[config.mk]
export PLATFORM = sky130hd
export DESIGN_NAME = misc_control_pin_logic
export DESIGN_NICKNAME = d
export VERILOG_FILES = /design/src/rtl/misc_pins_pkg.sv /design/src/rtl/misc_control_pin_logic.sv /design/src/rtl/wake_qualifier.sv /design/src/rtl/activity_blinker.sv
export SDC_FILE = /design/constraint.sdc
export NUM_CORES = 1
export LEC_CHECK = 0
export BUFFER_PORTS_ARGS = -buffer_cell sky130_fd_sc_hd__buf_2
export CORE_AREA = 2 2 119 121
export DETAILED_ROUTE_END_ITERATION = 10
export DIE_AREA = 0 0 121 123
export PLACE_DENSITY_LB_ADDON = 0.15
export SYNTH_ARGS = -nofsm -noshare
export SYNTH_HDL_FRONTEND = slang
export SYNTH_HIERARCHICAL = 1
export SYNTH_SLANG_ARGS = --single-unit
[constraint.sdc]
create_clock -name clk -period 4.5 [get_ports clk]
set_clock_uncertainty 0.05 [all_clocks]
set_input_delay 0.45 -clock clk [delete_from_list [all_inputs] [get_ports clk]]
set_output_delay 0.45 -clock clk [all_outputs]
set_load 0.02 [all_outputs]
[src/rtl/misc_pins_pkg.sv]
// Shared constants for the control-pin block
package misc_pins_pkg;
  localparam int unsigned CLK_HZ           = 250_000_000;
  localparam int unsigned WAKE_CLK_HZ      = 12_000_000;
  // Wake low must last more than this many 12 MHz periods
  localparam int unsigned WAKE_MIN_PERIODS = 2;
  localparam int unsigned WAKE_MIN_CYCLES  =
    (WAKE_MIN_PERIODS * CLK_HZ + WAKE_CLK_HZ - 1) / WAKE_CLK_HZ;
  // Blink half period, in microseconds
  localparam int unsigned BLINK_HALF_US    = 100_000;
  localparam int unsigned BLINK_HALF_CYC   = BLINK_HALF_US * (CLK_HZ / 1_000_000);
  localparam int unsigned GPIO_W           = 3;
  localparam int unsigned DEBUG_W          = 5;
  localparam int unsigned CFG_ADDR_W       = 8;
  localparam int unsigned CFG_WORDS        = 21;
  localparam logic [GPIO_W-1:0] GPIO_OE_RST = 3'h0;
  typedef enum logic [1:0] {LD_IDLE, LD_REQ, LD_WAIT, LD_DONE} load_state_t;
endpackage

[src/rtl/misc_control_pin_logic.sv]
// Chip reset, config load, wake, GPIO, PHY reset, speed strap and LEDs
`timescale 1ns/1ps
`default_nettype none
module misc_control_pin_logic
  import misc_pins_pkg::*;
#(
  parameter int unsigned BLINK_CYC = BLINK_HALF_CYC
) (
  input  wire logic                  clk,
  input  wire logic                  rst_n,
  input  wire logic                  tick_12m,
  input  wire logic                  external_wake_request_low,
  output logic                       wake_event,
  input  wire logic                  full_speed_only_strap,
  input  wire logic                  hs_handshake_ok,
  output logic                       chirp_enable,
  output logic                       high_speed,
  input  wire logic                  bulk_out_busy,
  output logic                       activity_indicator,
  output logic                       bus_speed_indicator,
  input  wire logic [GPIO_W-1:0]     gpio_in,
  input  wire logic [GPIO_W-1:0]     sw_gpio_oe,
  input  wire logic [GPIO_W-1:0]     sw_gpio_out,
  input  wire logic                  sw_gpio_wr,
  output logic [GPIO_W-1:0]          gpio_out,
  output logic [GPIO_W-1:0]          gpio_oe,
  output logic [GPIO_W-1:0]          gpio_val,
  input  wire logic                  sw_phy_rst_drive,
  input  wire logic                  sw_phy_rst_level,
  input  wire logic                  sw_phy_rst_wr,
  output logic                       ext_transceiver_reset_out,
  output logic                       ext_transceiver_reset_oe,
  output logic                       cfg_rd_req,
  output logic [CFG_ADDR_W-1:0]      cfg_rd_addr,
  input  wire logic                  cfg_rd_ack,
  output logic                       cfg_loaded,
  input  wire logic [DEBUG_W-1:0]    debug_inputs,
  output logic                       debug_active
);
  logic        rst;
  load_state_t ld_state_ff;
  logic        wake_pulse;

  // Reset is async; both edges go straight to the flops
  assign rst = ~rst_n;

  always_ff @(posedge clk or posedge rst) begin
    if (rst) begin
      ld_state_ff <= LD_IDLE;
      cfg_rd_req  <= 1'b0;
      cfg_rd_addr <= 8'h00;
      cfg_loaded  <= 1'b0;
    end else begin
      unique case (ld_state_ff)
        LD_IDLE: begin
          cfg_rd_req  <= 1'b1;
          ld_state_ff <= LD_REQ;
        end
        LD_REQ: begin
          if (cfg_rd_ack) begin
            cfg_rd_req <= 1'b0;
            if (cfg_rd_addr == 8'(CFG_WORDS - 1)) begin
              ld_state_ff <= LD_DONE;
              cfg_loaded  <= 1'b1;
            end else begin
              cfg_rd_addr <= cfg_rd_addr + 8'h01;
              ld_state_ff <= LD_WAIT;
            end
          end
        end
        LD_WAIT: begin
          cfg_rd_req  <= 1'b1;
          ld_state_ff <= LD_REQ;
        end
        LD_DONE: begin
          cfg_rd_req <= 1'b0;
        end
      endcase
    end
  end

  // Strap sampled after release, not under reset
  always_ff @(posedge clk or posedge rst) begin
    if (rst) begin
      chirp_enable <= 1'b0;
      high_speed   <= 1'b0;
    end else begin
      chirp_enable <= full_speed_only_strap;
      high_speed   <= full_speed_only_strap & hs_handshake_ok;
    end
  end

  always_ff @(posedge clk or posedge rst) begin
    if (rst) begin
      gpio_oe  <= GPIO_OE_RST;
      gpio_out <= 3'h0;
      gpio_val <= 3'h0;
    end else begin
      gpio_val <= gpio_in;
      if (sw_gpio_wr) begin
        gpio_oe  <= sw_gpio_oe;
        gpio_out <= sw_gpio_out;
      end
    end
  end

  // Undriven after reset keeps the PHY held by its board resistor
  always_ff @(posedge clk or posedge rst) begin
    if (rst) begin
      ext_transceiver_reset_oe  <= 1'b0;
      ext_transceiver_reset_out <= 1'b0;
    end else if (sw_phy_rst_wr) begin
      ext_transceiver_reset_oe  <= sw_phy_rst_drive;
      ext_transceiver_reset_out <= sw_phy_rst_level;
    end
  end

  // Nonzero debug inputs only flagged; board must tie them low
  always_ff @(posedge clk or posedge rst) begin
    if (rst) begin
      debug_active <= 1'b0;
    end else begin
      debug_active <= |debug_inputs;
    end
  end

  always_ff @(posedge clk or posedge rst) begin
    if (rst) begin
      wake_event <= 1'b0;
    end else begin
      wake_event <= wake_pulse;
    end
  end

  wake_qualifier #(
    .MIN_CYC (WAKE_MIN_PERIODS)
  ) u_wake (
    .clk        (clk),
    .rst        (rst),
    .tick_12m   (tick_12m),
    .wake_low   (external_wake_request_low),
    .wake_pulse (wake_pulse)
  );

  activity_blinker #(
    .HALF_CYC (BLINK_CYC)
  ) u_led (
    .clk                 (clk),
    .rst                 (rst),
    .high_speed          (high_speed),
    .bulk_out_busy       (bulk_out_busy),
    .activity_indicator  (activity_indicator),
    .bus_speed_indicator (bus_speed_indicator)
  );
endmodule
`default_nettype wire

[src/rtl/wake_qualifier.sv]
// Wake input synchroniser and low-time qualifier
`timescale 1ns/1ps
`default_nettype none
module wake_qualifier
  import misc_pins_pkg::*;
#(
  // Counted in 12 MHz periods, not in clk cycles
  parameter int unsigned MIN_CYC = WAKE_MIN_PERIODS
) (
  input  wire logic clk,
  input  wire logic rst,
  input  wire logic tick_12m,
  input  wire logic wake_low,
  output logic      wake_pulse
);
  logic        sync1_ff;
  logic        sync2_ff;
  logic [15:0] low_cnt_ff;
  logic        fired_ff;

  // First stage feeds only the second
  always_ff @(posedge clk or posedge rst) begin
    if (rst) begin
      sync1_ff <= 1'b1;
      sync2_ff <= 1'b1;
    end else begin
      sync1_ff <= wake_low;
      sync2_ff <= sync1_ff;
    end
  end

  // Low on MIN_CYC+1 ticks in a row spans more than MIN_CYC periods
  // Only tick samples count; a blip high between ticks goes unseen
  always_ff @(posedge clk or posedge rst) begin
    if (rst) begin
      low_cnt_ff <= 16'h0000;
      fired_ff   <= 1'b0;
      wake_pulse <= 1'b0;
    end else begin
      wake_pulse <= 1'b0;
      if (tick_12m) begin
        if (sync2_ff) begin
          low_cnt_ff <= 16'h0000;
          fired_ff   <= 1'b0;
        end else if (!fired_ff) begin
          if (low_cnt_ff >= 16'(MIN_CYC)) begin
            fired_ff   <= 1'b1;
            wake_pulse <= 1'b1;
          end else begin
            low_cnt_ff <= low_cnt_ff + 16'h0001;
          end
        end
      end
    end
  end
endmodule
`default_nettype wire

[src/rtl/activity_blinker.sv]
// Speed and traffic indicator drivers
`timescale 1ns/1ps
`default_nettype none
module activity_blinker
  import misc_pins_pkg::*;
#(
  parameter int unsigned HALF_CYC = BLINK_HALF_CYC
) (
  input  wire logic clk,
  input  wire logic rst,
  input  wire logic high_speed,
  input  wire logic bulk_out_busy,
  output logic      activity_indicator,
  output logic      bus_speed_indicator
);
  logic [31:0] div_ff;
  logic        phase_ff;

  // Fixed divided interval keeps the blink visible
  always_ff @(posedge clk or posedge rst) begin
    if (rst) begin
      div_ff   <= 32'h0000_0000;
      phase_ff <= 1'b0;
    end else if (!bulk_out_busy) begin
      div_ff   <= 32'h0000_0000;
      phase_ff <= 1'b0;
    end else if (div_ff >= 32'(HALF_CYC - 1)) begin
      div_ff   <= 32'h0000_0000;
      phase_ff <= ~phase_ff;
    end else begin
      div_ff <= div_ff + 32'h0000_0001;
    end
  end

  always_ff @(posedge clk or posedge rst) begin
    if (rst) begin
      activity_indicator  <= 1'b1;
      bus_speed_indicator <= 1'b1;
    end else begin
      bus_speed_indicator <= ~high_speed;
      if (bulk_out_busy) begin
        activity_indicator <= phase_ff ^ high_speed;
      end else begin
        activity_indicator <= ~high_speed;
      end
    end
  end
endmodule
`default_nettype wire

==> out/qor.yml <==
synthesis:
  syn-instance-count: 278
  synth_enable_flop_cells: 0
  syn_avg_cell_area_um2: 12.1
  postSynth.asyncResetShare_pct: 100
  ys_seq_elements: 82
  ys_dominant_reg_cell: "dfrtp_1"
  synth_cell_type_count: 45
  cell_area_after_technology_mapping_um2: 3350
  synth-seq-area-share_pct: 61.4
  yosys_warnings: 6
timing:
  report.final.hold_viol_count: 0
  layout_min_cycle_time_ns: 2.19
  worst_slack_ns: 2.31
  worst_hold_slack_ns: 0.0800
  slew_headroom_pct: 30.1
  post-route-period-util_pct: 48.6
  worst_pin_slew_ns: 1.05
  fmax_mhz: 458
  unrepaired_setup_endpoints_after_global_routing: "false"
  timing.final.max_slew_violations: 0
  setup-violations-final: 0
  totalNegativeSetupSlack_ns: 0
setup_path:
  setup.worst_path.start_class: "flop"
  worst-endpoint-required_ns: 4.66
  worstPathArrival_ns: 2.35
  r2r_end: "u_led/phase_ff$_DFFE_PP0P_"
  timing.critical_path.to_type: "flop"
  setup_slack_on_the_worst_flop_to_flop_path_ns: 2.31
  critPathMaxFanout: 24
  worstPathCellList: "ha_1 -> and2_1 -> and4_1 -> or2_2 -> a21o_4 -> mux2_1"
  r2r_cells: 6
  timing.setup.critical_path_class: "reg2reg"
  critical-path-max-stage-delay_ns: 0.39
  cpMaxStageDelayCell: "dfrtp_1"
  reg2reg_from: "u_led/div_ff[0]$_DFF_PP0_"
clock_tree:
  post_cts_resized: 0
  clkTransAtPathRegs_ns: 0.06
  numClockSinks: 82
  ctsRootBufferMaster: "clkbuf_16"
  numCtsBuffers: 9
  postCtsHoldBufs: 0
  postCtsSetupRepairBufs: 0
  h-tree-depth: 3
  clock_latency_of_the_later_clocked_register_in_the_worst_skew_pair_ns: 0.33
  cts_tree: "done"
  clk_path_buf_depth: 2
place:
  place_hpwl_um: 4320
  dp_worst_setup_slack_ns: 2.22
  finalWeightedCongestion: 0.733
  portBuffers: 52
floorplanning:
  io_pins: 53
  die_area_um2: 14900
  design.core.area_um2: 13600
  std_cell_rows: 43
  die_height_um: 123
  die_w_um: 121
  start_util_pct: 24.6
route:
  postRouteWirelength_um: 6120
  drt_drc_violations_left: 0
  final_antenna_net_count: 0
  vias_per_cell: 4.08
  routed-via-count: 2152
  wl_per_cell_um: 11.6
  detailedRoute.firstIterationViolations: 89
  drt-pass1-iter-count: 4
finish:
  design.final.nets: 373
  antenna_cells_inserted: 0
  fillCellCount: 1397
  drive_gt1_share_pct: 27.1
  area_growth_syn_to_layout_pct: 24.6
global_routing:
  grt_first_pass_wirelength_um: 11000
  grt_util_all_layers_pct: 9.59
  antenna_found_initial: 0
  grt_remaining_overflow: 0
  largest_net_degree_at_the_start_of_global_routing: 29
  number_of_global_route_vias_before_repair: 2291
flow_run:
  max_cap_viol_count: 0
pwr:
  power_density_nw_per_um2: 457
  irDropWorstVdd_mv: 0.237
  cellLeakagePower_uw: 0.00189
min_path:
  min_path_type: "in2async"
status:
  outcome: "completed"
-- area by class of cell --
type                       instances  area [um^2]  share of cell area (%)
inverter                          12         45.0                    1.08
sequential                        82         2060                    49.3
multi-input combinational        184         1240                    29.7
timing repair buffer              53          268                    6.41
tap                              180          225                    5.39
clock buffer                      12          267                    6.38
clock inverter                     4         72.6                    1.74
-- worst max-delay path: cells and delay by family, from the launching register on --
| kind | cells | cell delay [ns] |
|---|---|---|
| DFF | 1 | 0.39 |
| muxes | 1 | 0.34 |
| and+or+nand+nor | 3 | 0.74 |
| AOI/OAI and AO/OA | 1 | 0.32 |
| adders and majority gates | 1 | 0.23 |
-- cells in the mapped netlist, drive strengths merged (2+ instances only) --
master / count / area (um^2)
nand4: 12 / 87.6
mux2: 10 / 116
o21a: 2 / 15.0
ha: 5 / 62.6
and3b: 2 / 17.5
inv: 12 / 45.0
nor2: 31 / 116
a2111oi: 2 / 17.5
dfrtp: 78 / 1950
a31oi: 2 / 12.5
clkbuf: 4 / 15.0
buf: 2 / 15.0
nor3: 8 / 40.0
nor4: 9 / 75.1
nand2: 17 / 63.8
nor2b: 2 / 12.5
and3: 6 / 38.8
and4: 3 / 28.8
dfstp: 4 / 105
a21oi: 4 / 23.8
xor2: 13 / 114
and2: 15 / 95.1
xnor2: 15 / 131
nand3: 7 / 35.0
-- worst max path at each step --
stage / startpoint / end / slack [ns] / depth (start not counted)
after detailed placement: rst_n / u_led/bus_speed_indicator$_DFF_PP1_ / 2.22 / 4
after floorplan: u_led/div_ff[0]$_DFF_PP0_ / u_led/phase_ff$_DFFE_PP0P_ / 2.53 / 6
final: u_led/div_ff[0]$_DFF_PP0_ / u_led/phase_ff$_DFFE_PP0P_ / 2.31 / 6
after CTS: u_led/div_ff[0]$_DFF_PP0_ / u_led/phase_ff$_DFFE_PP0P_ / 2.29 / 6
after global placement: rst_n / u_led/bus_speed_indicator$_DFF_PP1_ / 2.26 / 4
after global routing: u_led/div_ff[11]$_DFF_PP0_ / u_led/phase_ff$_DFFE_PP0P_ / 2.19 / 5
-- report_power, final --
| group | switching, uW | internal [uW] |
|---|---|---|
| Clock | 276 | 530 |
| Sequential | 56.5 | 798 |
| Combinational | 146 | 105 |
-- stage by stage --
step	total power [uW]	cells	area, um^2	utilization [%]
6_report	1910	527	4180	30.7
5_1_grt	2010	527	4180	30.7
4_1_cts	1950	527	4180	30.7
3_5_place_dp	1120	511	3840	28.2
3_3_place_gp	1120	511	3840	28.2
2_1_floorplan	1030	284	3370	-
-- sequential cells by signal (all words and copies together) (netlist names), 2 cells and up --
| name | count |
|---|---|
| gpio_oe | 3 |
| gpio_val | 3 |
| ld_state_ff | 2 |
| cfg_rd_addr | 8 |
| u_wake/low_cnt_ff | 16 |
| gpio_out | 3 |
| u_led/div_ff | 32 |
-- cells by family (layout without fill, tap and decap cells) --
logic type	Yosys count	in the layout	synth area share, %
xor+xnor	28	28	7.32
compound gates	16	16	3.62
flops	82	82	61.4
buf+inv	18	81	2.24
other cells	1	7	0.112
mux	10	10	3.47
simple gates	118	118	20.0
fa+ha+maj	5	5	1.87
-- layer usage --
metal	routed length [um]	up-vias	part of all wire [%]	track usage, %
li1	-	1068	-	-
met1	2770	1039	45	11.7
met2	2930	35	48	15.1
met3	292	10	4.8	3.64
met4	127	0	2.1	4.36
met5	0	-	0	0
-- placed cells by master (no fill, tap or decap), drive strengths merged, types with 2 or more instances in the layout --
| master | netlist | routed |
|---|---|---|
| a2111oi | 2 | 2 |
| a21oi | 4 | 4 |
| a31oi | 2 | 2 |
| and2 | 15 | 15 |
| and3 | 6 | 6 |
| and3b | 2 | 2 |
| and4 | 3 | 3 |
| buf | 2 | 53 |
| bufinv | 0 | 2 |
| clkbuf | 4 | 12 |
| conb | 1 | 7 |
| dfrtp | 78 | 78 |
| dfstp | 4 | 4 |
| ha | 5 | 5 |
| inv | 12 | 12 |
| mux2 | 10 | 10 |
| nand2 | 17 | 17 |
| nand3 | 7 | 7 |
| nand4 | 12 | 12 |
| nor2 | 31 | 31 |
| nor2b | 2 | 2 |
| nor3 | 8 | 8 |
| nor4 | 9 | 9 |
| o21a | 2 | 2 |
| xnor2 | 15 | 15 |
| xor2 | 13 | 13 |
No activity file was read; power rests on OpenSTA's default activity.
